`src/gpsi_pkg.sv`:
```
`default_nettype none
package gpsi_pkg;
  localparam int          ADDR_W         = 10;
  localparam int          DATA_W         = 32;
  localparam int          NUM_PORTS      = 2;
  localparam int          MODE_W         = 2;
  localparam int          RST_W          = 2;
  localparam int          TERM_W         = 4;
  // Pad words: pad index in addr[7:3], word select in addr[2].
  localparam logic [1:0]  REGION_PAD     = 2'h0;
  localparam logic [1:0]  REGION_SPI     = 2'h1;
  localparam logic [1:0]  REGION_MISC    = 2'h2;
  localparam int          PAD_IDX_LSB    = 3;
  localparam int          PAD_IDX_W      = 5;
  localparam int          PAD_WORD_BIT   = 2;
  localparam int          SPI_PORT_BIT   = 4;
  localparam logic [1:0]  SPI_CTRL_OFS   = 2'h0;
  localparam logic [1:0]  SPI_DATA_OFS   = 2'h1;
  localparam logic [1:0]  SPI_STAT_OFS   = 2'h2;
  localparam logic [ADDR_W-1:0] OWN_ADDR   = 10'h200;
  localparam logic [ADDR_W-1:0] STRAP_ADDR = 10'h204;
  localparam logic [ADDR_W-1:0] PLT_ADDR   = 10'h208;
  // First configuration word fields.
  localparam int          DW0_TXVAL_BIT  = 0;
  localparam int          DW0_RXVAL_BIT  = 1;
  localparam int          DW0_TXDIS_BIT  = 8;
  localparam int          DW0_RXDIS_BIT  = 9;
  localparam int          DW0_MODE_LSB   = 10;
  localparam int          DW0_RST_LSB    = 30;
  localparam logic [31:0] DW0_WMASK      = 32'hc000_0f01;
  localparam logic [31:0] DW0_DEF_GPIO   = 32'h0000_0300;
  localparam logic [31:0] DW0_DEF_NATIVE = 32'h0000_0400;
  // Second configuration word fields.
  localparam int          DW1_TERM_LSB   = 10;
  localparam int          DW1_VTOL_BIT   = 25;
  localparam logic [31:0] DW1_WMASK      = 32'h0200_3c00;
  localparam logic [31:0] DW1_DEF        = 32'h0000_0000;
  localparam int          TERM_UP_BIT    = 3;
  localparam logic [RST_W-1:0]  RST_SRC_PLT = 2'h2;
  localparam logic [MODE_W-1:0] MODE_GPIO   = 2'h0;
  // Serial port control fields.
  localparam int          SPI_GO_BIT     = 0;
  localparam int          SPI_DIV_LSB    = 8;
  localparam int          SPI_DIV_W      = 8;
  localparam int          SPI_BUSY_BIT   = 0;
  localparam logic [7:0]  SPI_DIV_DEF    = 8'h04;
  localparam logic [1:0]  STRAP_WAIT     = 2'h3;
  typedef enum logic [1:0] {GPSI_SP_IDLE, GPSI_SP_SHIFT} gpsi_sp_state_e;
endpackage
`default_nettype wire

```
`src/gpsi_pad_cell.sv`:
```
`timescale 1ns/100ps
`default_nettype none
module gpsi_pad_cell #(
  parameter bit IS_NATIVE = 1'b0,
  parameter bit VTOL_OK   = 1'b0
) (
  input  wire logic        clk_sys,
  input  wire logic        sys_rst,
  input  wire logic        plt_active,
  input  wire logic        engine_owned,
  input  wire logic        wr_en,
  input  wire logic        wr_word,
  input  wire logic [31:0] wr_data,
  input  wire logic        pad_in,
  input  wire logic        native_out,
  input  wire logic        native_oe,
  output logic             pad_out,
  output logic             pad_oe,
  output logic             pull_up,
  output logic             pull_dn,
  output logic             vtol_1v8,
  output logic [1:0]       mode,
  output logic             rx_level,
  output logic [31:0]      dw0,
  output logic [31:0]      dw1
);
  localparam logic [31:0] DW0_DEF = IS_NATIVE ? gpsi_pkg::DW0_DEF_NATIVE : gpsi_pkg::DW0_DEF_GPIO;
  // Native-default pads keep the reset select fixed; their controller isolates them.
  localparam logic [31:0] RST_FIX = IS_NATIVE ? 32'h3fff_ffff : 32'hffff_ffff;
  localparam logic [31:0] VT_MSK  = VTOL_OK ? 32'hffff_ffff : 32'hfdff_ffff;
  localparam logic [31:0] W0_MSK  = gpsi_pkg::DW0_WMASK & RST_FIX;
  localparam logic [31:0] W1_MSK  = gpsi_pkg::DW1_WMASK & VT_MSK;

  logic [31:0] dw0_q;
  logic [31:0] dw1_q;
  logic        s1_q, s2_q, s3_q, in_q;
  logic        pad_rst;
  logic        gpio;

  assign pad_rst = plt_active &&
                   dw0_q[gpsi_pkg::DW0_RST_LSB +: gpsi_pkg::RST_W] == gpsi_pkg::RST_SRC_PLT;
  assign mode    = dw0_q[gpsi_pkg::DW0_MODE_LSB +: gpsi_pkg::MODE_W];
  assign gpio    = mode == gpsi_pkg::MODE_GPIO;

  always_ff @(posedge clk_sys or posedge sys_rst) begin
    if (sys_rst) begin
      dw0_q <= DW0_DEF;
      dw1_q <= gpsi_pkg::DW1_DEF;
    end else if (pad_rst) begin
      // Both words return to defaults, which disables rx/tx and drops native mode.
      dw0_q <= DW0_DEF;
      dw1_q <= gpsi_pkg::DW1_DEF;
    end else if (wr_en && !engine_owned) begin
      if (wr_word)
        dw1_q <= (dw1_q & ~W1_MSK) | (wr_data & W1_MSK);
      else
        dw0_q <= (dw0_q & ~W0_MSK) | (wr_data & W0_MSK);
    end
  end

  always_ff @(posedge clk_sys or posedge sys_rst) begin
    if (sys_rst) begin
      s1_q <= 1'b0;
      s2_q <= 1'b0;
      s3_q <= 1'b0;
      in_q <= 1'b0;
    end else begin
      s1_q <= pad_in;
      s2_q <= s1_q;
      s3_q <= s2_q;
      if (s2_q == s3_q)
        in_q <= s3_q;
    end
  end

  assign rx_level = in_q & ~dw0_q[gpsi_pkg::DW0_RXDIS_BIT];

  always_ff @(posedge clk_sys or posedge sys_rst) begin
    if (sys_rst) begin
      pad_out <= 1'b0;
      pad_oe  <= 1'b0;
    end else begin
      pad_out <= gpio ? dw0_q[gpsi_pkg::DW0_TXVAL_BIT] : native_out;
      pad_oe  <= ~dw0_q[gpsi_pkg::DW0_TXDIS_BIT] & (gpio | native_oe);
    end
  end

  assign pull_up  = dw1_q[gpsi_pkg::DW1_TERM_LSB + gpsi_pkg::TERM_UP_BIT];
  assign pull_dn  = !pull_up && dw1_q[gpsi_pkg::DW1_TERM_LSB +: gpsi_pkg::TERM_W] != 4'h0;
  assign vtol_1v8 = dw1_q[gpsi_pkg::DW1_VTOL_BIT];
  assign dw0      = {dw0_q[31:2], rx_level, dw0_q[0]};
  assign dw1      = dw1_q;
endmodule // gpsi_pad_cell
`default_nettype wire

```
`src/gpsi_serial_port.sv`:
```
`timescale 1ns/100ps
`default_nettype none
module gpsi_serial_port #(
  parameter int DATA_W = 8,
  parameter int DIV_W  = 8
) (
  input  wire logic              clk_sys,
  input  wire logic              sys_rst,
  input  wire logic              start,
  input  wire logic [DATA_W-1:0] tx_data,
  input  wire logic [DIV_W-1:0]  div,
  input  wire logic              miso,
  output logic                   busy,
  output logic [DATA_W-1:0]      rx_data,
  output logic                   sclk,
  output logic                   cs_n,
  output logic                   mosi
);
  gpsi_pkg::gpsi_sp_state_e state_q;
  logic [DIV_W-1:0]  cnt_q;
  logic [DATA_W-1:0] sh_q;
  logic [7:0]        bits_q;
  logic              m1_q, m2_q, m3_q, min_q, smp_q;
  logic              tick;

  // Half-bit enable pulse from the divider.
  assign tick = state_q == gpsi_pkg::GPSI_SP_SHIFT && cnt_q == div;
  assign busy = state_q == gpsi_pkg::GPSI_SP_SHIFT;
  assign mosi = sh_q[DATA_W-1];

  always_ff @(posedge clk_sys or posedge sys_rst) begin
    if (sys_rst) begin
      m1_q  <= 1'b0;
      m2_q  <= 1'b0;
      m3_q  <= 1'b0;
      min_q <= 1'b0;
    end else begin
      m1_q <= miso;
      m2_q <= m1_q;
      m3_q <= m2_q;
      if (m2_q == m3_q)
        min_q <= m3_q;
    end
  end

  always_ff @(posedge clk_sys or posedge sys_rst) begin
    if (sys_rst) begin
      state_q <= gpsi_pkg::GPSI_SP_IDLE;
      cnt_q   <= '0;
      sh_q    <= '0;
      bits_q  <= 8'h00;
      smp_q   <= 1'b0;
      sclk    <= 1'b0;
      cs_n    <= 1'b1;
      rx_data <= '0;
    end else begin
      case (state_q)
        gpsi_pkg::GPSI_SP_IDLE: begin
          if (start) begin
            state_q <= gpsi_pkg::GPSI_SP_SHIFT;
            sh_q    <= tx_data;
            bits_q  <= 8'(DATA_W);
            cnt_q   <= '0;
            cs_n    <= 1'b0;
          end
        end
        gpsi_pkg::GPSI_SP_SHIFT: begin
          cnt_q <= tick ? '0 : cnt_q + 1'b1;
          if (tick) begin
            sclk <= ~sclk;
            if (!sclk) begin
              smp_q <= min_q;
            end else begin
              sh_q   <= {sh_q[DATA_W-2:0], smp_q};
              bits_q <= bits_q - 8'h01;
              if (bits_q == 8'h01) begin
                state_q <= gpsi_pkg::GPSI_SP_IDLE;
                rx_data <= {sh_q[DATA_W-2:0], smp_q};
                cs_n    <= 1'b1;
              end
            end
          end
        end
        default: state_q <= gpsi_pkg::GPSI_SP_IDLE;
      endcase
    end
  end
endmodule // gpsi_serial_port
`default_nettype wire

```
`src/gpsi_top.sv`:
```
// Design decisions made here: strobed register access and the register offsets.
`timescale 1ns/100ps
`default_nettype none
module gpsi_top #(
  parameter int              NUM_PADS     = 8,
  parameter logic [31:0]     NATIVE_DEF   = 32'h0000_0080,
  parameter logic [31:0]     VTOL_CAPABLE = 32'h0000_0003,
  parameter int              SPI_DATA_W   = 8
) (
  input  wire logic [9:0]            reg_addr,
  input  wire logic [31:0]           reg_wdata,
  input  wire logic                  reg_wr,
  input  wire logic                  reg_rd,
  output logic      [31:0]           reg_rdata,
  input  wire logic                  clk_sys,
  input  wire logic                  sys_rst,
  input  wire logic                  platform_reset_n,
  input  wire logic                  engine_own_wr,
  input  wire logic [NUM_PADS-1:0]   engine_own_data,
  input  wire logic [NUM_PADS-1:0]   pad_in,
  output logic      [NUM_PADS-1:0]   pad_out,
  output logic      [NUM_PADS-1:0]   pad_oe,
  output logic      [NUM_PADS-1:0]   pad_pull_up,
  output logic      [NUM_PADS-1:0]   pad_pull_dn,
  output logic      [NUM_PADS-1:0]   pad_vtol_1v8,
  output logic      [2*NUM_PADS-1:0] pad_mode,
  output logic      [NUM_PADS-1:0]   pad_rx,
  input  wire logic [NUM_PADS-1:0]   native_out,
  input  wire logic [NUM_PADS-1:0]   native_oe,
  output logic      [1:0]            serial_sclk,
  output logic      [1:0]            serial_cs_n,
  output logic      [1:0]            serial_mosi_out,
  output logic      [1:0]            serial_mosi_oe,
  input  wire logic [1:0]            serial_mosi_in,
  input  wire logic [1:0]            serial_miso,
  output logic      [1:0]            strap_value
);
  localparam int NP = gpsi_pkg::NUM_PORTS;

  logic                  p1_q, p2_q, p3_q, plt_active_q;
  logic [NUM_PADS-1:0]   engine_own_q;
  logic [31:0]           dw0 [NUM_PADS];
  logic [31:0]           dw1 [NUM_PADS];
  logic [1:0]            region;
  logic [4:0]            pad_idx;
  logic                  pad_hit;
  logic                  port_idx;
  logic [1:0]            spi_ofs;
  logic [NP-1:0]         spi_start;
  logic [NP-1:0]         spi_busy;
  logic [gpsi_pkg::SPI_DIV_W-1:0] spi_div_q [NP];
  logic [SPI_DATA_W-1:0] spi_tx_q [NP];
  logic [SPI_DATA_W-1:0] spi_rx [NP];
  logic [NP-1:0]         st1_q, st2_q, st3_q;
  logic [1:0]            strap_cnt_q;
  logic                  strap_done_q;
  logic [31:0]           rdata_d;

  assign region   = reg_addr[9:8];
  assign pad_idx  = reg_addr[gpsi_pkg::PAD_IDX_LSB +: gpsi_pkg::PAD_IDX_W];
  assign pad_hit  = region == gpsi_pkg::REGION_PAD && 32'(pad_idx) < NUM_PADS;
  assign port_idx = reg_addr[gpsi_pkg::SPI_PORT_BIT];
  assign spi_ofs  = reg_addr[3:2];

  // Platform reset pin: three flops, a change counts when the last two agree.
  always_ff @(posedge clk_sys or posedge sys_rst) begin
    if (sys_rst) begin
      p1_q         <= 1'b0;
      p2_q         <= 1'b0;
      p3_q         <= 1'b0;
      plt_active_q <= 1'b1;
    end else begin
      p1_q <= platform_reset_n;
      p2_q <= p1_q;
      p3_q <= p2_q;
      if (p2_q == p3_q)
        plt_active_q <= ~p3_q;
    end
  end

  // Ownership is set only by the management engine side; the host sees it read-only.
  always_ff @(posedge clk_sys or posedge sys_rst) begin
    if (sys_rst)
      engine_own_q <= '0;
    else if (engine_own_wr)
      engine_own_q <= engine_own_data;
  end

  genvar g;
  generate
    for (g = 0; g < NUM_PADS; g++) begin : g_pad
      gpsi_pad_cell #(
        .IS_NATIVE (NATIVE_DEF[g]),
        .VTOL_OK   (VTOL_CAPABLE[g])
      ) u_pad (
        .clk_sys    (clk_sys),
        .sys_rst    (sys_rst),
        .plt_active (plt_active_q),
        .engine_owned (engine_own_q[g]),
        .wr_en      (reg_wr && pad_hit && 32'(pad_idx) == g),
        .wr_word    (reg_addr[gpsi_pkg::PAD_WORD_BIT]),
        .wr_data    (reg_wdata),
        .pad_in     (pad_in[g]),
        .native_out (native_out[g]),
        .native_oe  (native_oe[g]),
        .pad_out    (pad_out[g]),
        .pad_oe     (pad_oe[g]),
        .pull_up    (pad_pull_up[g]),
        .pull_dn    (pad_pull_dn[g]),
        .vtol_1v8   (pad_vtol_1v8[g]),
        .mode       (pad_mode[2*g +: 2]),
        .rx_level   (pad_rx[g]),
        .dw0        (dw0[g]),
        .dw1        (dw1[g])
      );
    end

    for (g = 0; g < NP; g++) begin : g_port
      assign spi_start[g] = reg_wr && region == gpsi_pkg::REGION_SPI && port_idx == g &&
                            spi_ofs == gpsi_pkg::SPI_CTRL_OFS &&
                            reg_wdata[gpsi_pkg::SPI_GO_BIT] && strap_done_q;

      always_ff @(posedge clk_sys or posedge sys_rst) begin
        if (sys_rst) begin
          spi_div_q[g] <= gpsi_pkg::SPI_DIV_DEF;
          spi_tx_q[g]  <= '0;
        end else if (reg_wr && region == gpsi_pkg::REGION_SPI && port_idx == g &&
                     !spi_busy[g]) begin
          if (spi_ofs == gpsi_pkg::SPI_CTRL_OFS)
            spi_div_q[g] <= reg_wdata[gpsi_pkg::SPI_DIV_LSB +: gpsi_pkg::SPI_DIV_W];
          else if (spi_ofs == gpsi_pkg::SPI_DATA_OFS)
            spi_tx_q[g] <= reg_wdata[SPI_DATA_W-1:0];
        end
      end

      gpsi_serial_port #(
        .DATA_W (SPI_DATA_W),
        .DIV_W  (gpsi_pkg::SPI_DIV_W)
      ) u_port (
        .clk_sys (clk_sys),
        .sys_rst (sys_rst),
        .start   (spi_start[g]),
        .tx_data (spi_tx_q[g]),
        .div     (spi_div_q[g]),
        .miso    (serial_miso[g]),
        .busy    (spi_busy[g]),
        .rx_data (spi_rx[g]),
        .sclk    (serial_sclk[g]),
        .cs_n    (serial_cs_n[g]),
        .mosi    (serial_mosi_out[g])
      );

      // Data-out stays undriven until its strap level has been taken.
      assign serial_mosi_oe[g] = strap_done_q;

      always_ff @(posedge clk_sys or posedge sys_rst) begin
        if (sys_rst) begin
          st1_q[g] <= 1'b0;
          st2_q[g] <= 1'b0;
          st3_q[g] <= 1'b0;
        end else begin
          st1_q[g] <= serial_mosi_in[g];
          st2_q[g] <= st1_q[g];
          st3_q[g] <= st2_q[g];
        end
      end
    end
  endgenerate

  // Strap capture happens once after reset release, apart from serial traffic.
  always_ff @(posedge clk_sys or posedge sys_rst) begin
    if (sys_rst) begin
      strap_cnt_q  <= 2'h0;
      strap_done_q <= 1'b0;
      strap_value  <= 2'h0;
    end else if (!strap_done_q) begin
      if (strap_cnt_q != gpsi_pkg::STRAP_WAIT)
        strap_cnt_q <= strap_cnt_q + 2'h1;
      else if (st2_q == st3_q) begin
        strap_value  <= st3_q;
        strap_done_q <= 1'b1;
      end
    end
  end

  // Register read mux; pads owned by the engine read as zero to the host.
  always_comb begin
    rdata_d = 32'h0000_0000;
    case (region)
      gpsi_pkg::REGION_PAD: begin
        if (pad_hit && !engine_own_q[pad_idx[$clog2(NUM_PADS)-1:0]])
          rdata_d = reg_addr[gpsi_pkg::PAD_WORD_BIT] ? dw1[pad_idx[$clog2(NUM_PADS)-1:0]]
                                                     : dw0[pad_idx[$clog2(NUM_PADS)-1:0]];
      end
      gpsi_pkg::REGION_SPI: begin
        case (spi_ofs)
          gpsi_pkg::SPI_CTRL_OFS:
            rdata_d[gpsi_pkg::SPI_DIV_LSB +: gpsi_pkg::SPI_DIV_W] = spi_div_q[port_idx];
          gpsi_pkg::SPI_DATA_OFS: rdata_d[SPI_DATA_W-1:0] = spi_rx[port_idx];
          gpsi_pkg::SPI_STAT_OFS: rdata_d[gpsi_pkg::SPI_BUSY_BIT] = spi_busy[port_idx];
          default:                rdata_d = 32'h0000_0000;
        endcase
      end
      gpsi_pkg::REGION_MISC: begin
        if (reg_addr == gpsi_pkg::OWN_ADDR)
          rdata_d[NUM_PADS-1:0] = engine_own_q;
        else if (reg_addr == gpsi_pkg::STRAP_ADDR)
          rdata_d[1:0] = strap_value;
        else if (reg_addr == gpsi_pkg::PLT_ADDR)
          rdata_d[0] = plt_active_q;
      end
      default: rdata_d = 32'h0000_0000;
    endcase
  end

  always_ff @(posedge clk_sys or posedge sys_rst) begin
    if (sys_rst)
      reg_rdata <= 32'h0000_0000;
    else if (reg_rd)
      reg_rdata <= rdata_d;
    else
      reg_rdata <= 32'h0000_0000;
  end
endmodule // gpsi_top
`default_nettype wire

```
`config.mk`:
```
export PLATFORM = sky130hd
export DESIGN_NAME = gpsi_top
export DESIGN_NICKNAME = d
export VERILOG_FILES = /design/src/gpsi_pkg.sv /design/src/gpsi_pad_cell.sv /design/src/gpsi_serial_port.sv /design/src/gpsi_top.sv
export SDC_FILE = /design/constraint.sdc
export NUM_CORES = 1
export LEC_CHECK = 0
export BUFFER_PORTS_ARGS = -buffer_cell sky130_fd_sc_hd__buf_2
export CAP_MARGIN = 20
export CORE_ASPECT_RATIO = 0.9
export CORE_MARGIN = 2
export CORE_UTILIZATION = 45
export CTS_BUF_LIST = sky130_fd_sc_hd__clkbuf_16
export CTS_CLUSTER_SIZE = 20
export DETAILED_ROUTE_END_ITERATION = 10
export GPL_ROUTABILITY_DRIVEN = 0
export GPL_TIMING_DRIVEN = 1
export PLACE_DENSITY = 0.69
export SLEW_MARGIN = 10
export SYNTH_ARGS = -nofsm -noshare
export SYNTH_HDL_FRONTEND = slang
export SYNTH_HIERARCHICAL = 1
export SYNTH_SLANG_ARGS = --single-unit
```
`constraint.sdc`:
```
create_clock -name clk_sys -period 2.6 [get_ports clk_sys]
set_input_delay 0.52 -clock clk_sys [delete_from_list [all_inputs] [get_ports clk_sys]]
set_output_delay 0.52 -clock clk_sys [all_outputs]
set_load 0.01 [all_outputs]
```
Word level (Yosys, flattened, before mapping)

Index checks and enable logic that the tools add are counted.

Register bits: 729
Latch bits: 0
RAM bits: 0
Bits in read-only memories: 0
Input bits: 84
Output and inout port bits: 106
Word-level logic and storage cells: 511
Memories: 0

$add $sub $neg: 5
Multiply operators: 0
Div/mod/pow operators: 0
Magnitude comparators: 5
Eq/ne operators: 57
Shifts and indexed selects: 0
Mux-type cells: 130
Bitwise operators: 65
Reduce and logical (&&, ||, !) cells: 142

Operators by type and width:

| operator             | count |
|---|---|
| $mux 32              | 55 |
| $or 30x32->32        | 7 |
| $bmux 32 s3          | 2 |
| $or 32x14->32        | 6 |
| $mux 8               | 23 |
| $pmux 8 s2           | 6 |
| $or 32x26->32        | 2 |
| $logic_and 1x1->1    | 48 |
| $pmux 24 s2          | 1 |
| $reduce_and 2->1     | 23 |
| $reduce_bool 2->1    | 18 |
| $or 32x12->32        | 1 |
| $reduce_bool 4->1    | 8 |
| $eq 10x10->1 const B | 3 |
| $mux 1               | 25 |
| $logic_not 2->1      | 12 |
| $pmux 8 s3           | 1 |
| $reduce_and 4->1     | 6 |
| $not 1->1            | 23 |
| $eq 2x2->1 const B   | 10 |
| $eq 5x3->1 const B   | 4 |
| $ne 2x1->1 const B   | 10 |
| $logic_not 1->1      | 19 |
| $mux 2               | 9 |
| 28 further kinds     | 82 |

Logic depth before layout (Yosys ltp)

Depth in word-level cells: 9
Depth in mapped cells: 12
Mapped depth without buffers: 9

Modules after synthesis

The synthesis kept the hierarchy.

By module, submodules not included:

| module                              | times used | cells an instance | area each (um2) |
|---|---|---|---|
| gpsi_top                            | 1          | 639               | 7671.1 |
| gpsi_pad_cell (g_pad[2].u_pad ...)  | 5          | 113               | 1118.6 |
| gpsi_pad_cell (g_pad[0].u_pad ...)  | 2          | 115               | 1149.9 |
| gpsi_serial_port (g_port[0].u_port) | 1          | 160               | 1895.6 |
| gpsi_serial_port (g_port[1].u_port) | 1          | 163               | 1890.6 |
| gpsi_pad_cell (g_pad[7].u_pad)      | 1          | 94                | 1004.7 |

Worst setup path after synthesis

Ideal clock, no wire load.

Path kind: input-to-reg
From: in reg_addr[2]
To: reg g_port[0].u_port.bits_q[0]
Library setup time: 0.138 ns
Arrival: 2.646 ns
Data required time: 2.462 ns
Slack: -0.184 ns
Stages: 11
Buffers on the path: 3
Path through: inv_2 > clkbuf_1 > clkbuf_1 > ha_1 > and3_1 > nand3_1 > nor2_1 > nand2b_1 > clkbuf_1 > nand2_1 > mux2i_1

Cells in the longest elaborated chain, start to end: 6

Ends and longest elaborated chain:

| element                    | line                   | RTL |
|---|---|---|
| start: declaration         | gpsi_top.sv:10         | `input wire logic [9:0] reg_addr,` |
| $logic_not 2->1            | gpsi_top.sv:120        | `spi_ofs == gpsi_pkg::SPI_CTRL_OFS &&` |
| $logic_and 1x1->1          | gpsi_top.sv:119        | `assign spi_start[g] = reg_wr && region == gpsi_pkg::REGION_SPI && port_idx == g &&` |
| $logic_and 1x1->1          | gpsi_top.sv:120        |  |
| $logic_and 1x1->1          | gpsi_top.sv:121        | `reg_wdata[gpsi_pkg::SPI_GO_BIT] && strap_done_q;` |
| net spi_start[0]           | gpsi_top.sv:49         | `logic [NP-1:0] spi_start;` |
| $ne 2x1->1 (no line)       | --                     |  |
| $reduce_and 4->1 (no line) | --                     |  |
| end signal: assignment     | gpsi_serial_port.sv:62 | `bits_q <= 8'(DATA_W);` |
| end signal: assignment     | gpsi_serial_port.sv:75 | `bits_q <= bits_q - 8'h01;` |
| end: declaration           | gpsi_serial_port.sv:22 | `logic [7:0] bits_q;` |

The timed path passes the listed nets, and every way through them passes these cells.
A chain may end at the register's enable or synchronous reset.

Worst setup path in the final report

From: reg spi_div_q[2] in the netlist's numbering
To: reg g_port[1].u_port.rx_data[1]

Cells in the longest elaborated chain, start to end: 3

Ends and longest elaborated chain:

| element                          | line                   | RTL |
|---|---|---|
| start: declaration               | gpsi_top.sv:51         | `logic [gpsi_pkg::SPI_DIV_W-1:0] spi_div_q [NP];` |
| start signal: indexed assignment | gpsi_top.sv:125        | `spi_div_q[g] <= gpsi_pkg::SPI_DIV_DEF;` |
| start signal: indexed assignment | gpsi_top.sv:130        | `spi_div_q[g] <= reg_wdata[gpsi_pkg::SPI_DIV_LSB +: gpsi_pkg::SPI_DIV_W];` |
| $eq 8x8->1                       | gpsi_serial_port.sv:27 | `assign tick = state_q == gpsi_pkg::GPSI_SP_SHIFT && cnt_q == div;` |
| $logic_and 1x1->1                | gpsi_serial_port.sv:27 |  |
| $reduce_and 4->1 (no line)       | --                     |  |
| end signal: assignment           | gpsi_serial_port.sv:78 | `rx_data <= {sh_q[DATA_W-2:0], smp_q};` |
| end: declaration                 | gpsi_serial_port.sv:14 | `output logic [DATA_W-1:0] rx_data,` |

No other way between the ends.

==> metrics <==
status complete, no violations; Post-route DRC 0; xor/xnor share of the synthesized area 0.0112; Layout area overhead 4.25%; Placement Rows 73; ratio of cells with drive above 1 in the final layout 0.264; post-route insts no fill 2625; synth unique cells 71; Synth area leaders dfrtp_1 35%, buf_4 17%, mux4_2 11%; Total Routing Usage GR 0.204; Via Count 13100; Worst EP required 3060 ps; Post-synth ARST share 1.00; DR pass1 iterations 5; Max-Cap Viols 0; # H-tree levels 1; RSZ-0062 raised after global routing false; Worst Max-Slew Pin Slew 726 ps; startpoint types register; Tmin final 2370 ps; DR iter-0 viols 727; Synth Cell Area 0.0204 mm^2; final setup vio count 0; Hold WC Path Type in2reg; gr ovfl total 0; Final Net Count 2094; Leak 10.7 nW; Starting Density 0.459; CTS tree yes; setup TNS 0 ps; main combinational cell family by area after synthesis multiplexers; vias in the first global route 13200; Final Cycle Share 0.912; Core Area 0.0444 mm^2; hold-fix buffer count after cts 0; Syn Area/Cell 11.0 um^2; skew final 13.3 ps; complex-gate fraction of the synthesized area 0.0786; Die W 228 um; antenna violations before repair 4; CTS Buf Count 31; die footprint 0.0470 mm^2; die height 206 um; maximum number of pins on one net before global-route repair 65; Slew Viols, Final 0; # resized after CTS 0; adder-cell share of the synthesized area 0.0111; cell count after synthesis 1851; VDD IR max 0.000556 V; first-pass GRT wire length 74800 um; final WL 47900 um; YS warnings 6; hold violation count in the final report 0; fmax 422 MHz; biggest area consumer among synthesized cells dfrtp_1; number of port buffers 170; Avg WL per Cell 18.3 um; post-synthesis sequential element count 303; CP endpoint kind register; multiplexer share of the synthesized area 0.236; placed instance count 2567; critical-path maximum fanout 10; Synth Area in Simple Gates 0.0898; critical path type reg2reg; Post-DP HPWL 36200 um; setup bufs post-CTS 0; I/O pin total 190; Synth top area share 0.348; Relative slew margins 0.516; post-DR vias/cell 5.00; clock sink total 303; pwr dens 574 mW/mm^2; EDFF count, synth 0; clk buf depth 3; sequential area share after synthesis 0.374; Root Driver clkbuf_16; clk slew on worst S/H paths 60 ps; antenna-violating nets left 0; CP arrival 2830 ps; clock insertion delay at the later pin of the skew report 580 ps; n_diodes 0; Post-synth top flop dfrtp_1
synthesized netlist by cell type (all sizes together), types with 18 or more instances:
| cell type | count |
|---|---|
| buf | 512 |
| dfrtp | 283 |
| mux2i | 144 |
| nor2 | 125 |
| mux2 | 97 |
| mux4 | 97 |
| nand2 | 59 |
| o21ai | 45 |
| inv | 42 |
| a21oi | 31 |
| o22ai | 28 |
| clkbuf | 27 |
| nand3 | 24 |
| o22a | 23 |
| nand2b | 22 |
| o21a | 22 |
| dfstp | 20 |
| xor2 | 20 |
| nor2b | 19 |
| a31oi | 18 |
area by class of cell:
cell class / instances / area, um^2
well taps: 600 / 751
clock buffers: 31 / 776
flip-flops and latches: 303 / 7610
multi-input cells: 1381 / 10300
fillers: 4140 / 23200
repair buffers: 241 / 1470
clock inverters: 27 / 188
inverters: 42 / 161
cells in the final DEF, fill, tap and decap left out, types with 31 or more instances in the layout:
| cell type | synthesis | final |
|---|---|---|
| conb_1 | 8 | 422 |
| dfrtp_1 | 283 | 283 |
| buf_2 | 28 | 167 |
| mux2i_1 | 144 | 144 |
| nor2_1 | 124 | 124 |
| mux4_2 | 97 | 97 |
| mux2_2 | 74 | 74 |
| buf_4 | 464 | 68 |
| nand2_1 | 59 | 59 |
| inv_1 | 41 | 45 |
| o21ai_0 | 45 | 45 |
| a21oi_1 | 31 | 31 |
| clkbuf_16 | 0 | 31 |
report_power, final:
part / switching (mW) / internal [mW] / leakage [nW] / total, mW
Sequential: 0.537 / 5.17 / 3.90 / 5.71
Combinational: 1.11 / 1.05 / 6.28 / 2.17
Clock: 1.93 / 2.36 / 0.487 / 4.30
state kept, by name, summed over array words and instances, names as in the netlist, 8 cells and up:
| signal | count |
|---|---|
| g_pad.u_pad/dw0_q | 54 |
| g_pad.u_pad/dw1 | 34 |
| reg_rdata | 32 |
| g_port.u_port/bits_q | 16 |
| g_port.u_port/cnt_q | 16 |
| g_port.u_port/rx_data | 16 |
| g_port.u_port/sh_q | 16 |
| spi_div_q | 16 |
| spi_tx_q | 16 |
| engine_own_q | 8 |
| g_pad.u_pad/in_q | 8 |
| g_pad.u_pad/pad_oe | 8 |
| g_pad.u_pad/pad_out | 8 |
| g_pad.u_pad/s1_q | 8 |
| g_pad.u_pad/s2_q | 8 |
| g_pad.u_pad/s3_q | 8 |
logic make-up (layout without fill, tap and decap cells):
logic type / Yosys count / in the layout
adder cells (fa/ha/maj): 20 / 20
AO/OA/AOI/OAI: 233 / 233
buffers and inverters: 581 / 341
multiplexers: 338 / 338
other: 8 / 422
AND/OR/NAND/NOR: 342 / 342
flip-flops: 303 / 303
XOR/XNOR: 26 / 26
critical path, stage by stage, from the launching register on:
cell and delay, ps:
dfstp_2 590, xor2_1 100, nor4_2 240, buf_4 170, nand4_2 110, or4b_1 510
buf_4 210, mux2_4 310
stage by stage:
| step | utilization | setup WS, ps | hold slack (ps) | instance area (um^2) | power [mW] |
|---|---|---|---|---|---|
| 2_1_floorplan | - | 22.1 | 331 | 21900 | 7.61 |
| 3_3_place_gp | 0.456 | 200 | 331 | 20200 | 7.79 |
| 3_5_place_dp | 0.456 | 156 | 335 | 20300 | 7.89 |
| 4_1_cts | 0.478 | 241 | 21.4 | 21200 | 12.2 |
| 5_1_grt | 0.478 | 134 | 21.7 | 21200 | 12.8 |
| 6_report | 0.478 | 228 | 40.6 | 21200 | 12.2 |
final timing paths:
kind                                                     from                                 endpoint  slack [ps]  cells after the start
worst max-delay path                 spi_div_q[2]$_DFFE_PP1P_  g_port[1].u_port/rx_data[1]$_DFFE_PP0P_         230                      7
min in group asynchronous                             sys_rst                           p1_q$_DFF_PP0_         200                      2
worst max register to register       spi_div_q[2]$_DFFE_PP1P_  g_port[1].u_port/rx_data[1]$_DFFE_PP0P_         230                      7
worst min-delay path                                pad_in[1]            g_pad[1].u_pad/s1_q$_DFF_PP0_          40                      1
max in group asynchronous                             sys_rst                   reg_rdata[4]$_DFF_PP0_        1710                      3
worst min register to register  g_pad[1].u_pad/s1_q$_DFF_PP0_            g_pad[1].u_pad/s2_q$_DFF_PP0_         350                      0
layer usage:
layer  up-vias  track usage  wire (um)
li1       5996            -          -
met1      6631        0.273      20600
met2       412        0.337      22500
met3        86       0.0360       3190
met4         6       0.0707       1590
met5         -            0         34
Note: power is estimated with default switching activity, not from simulation.
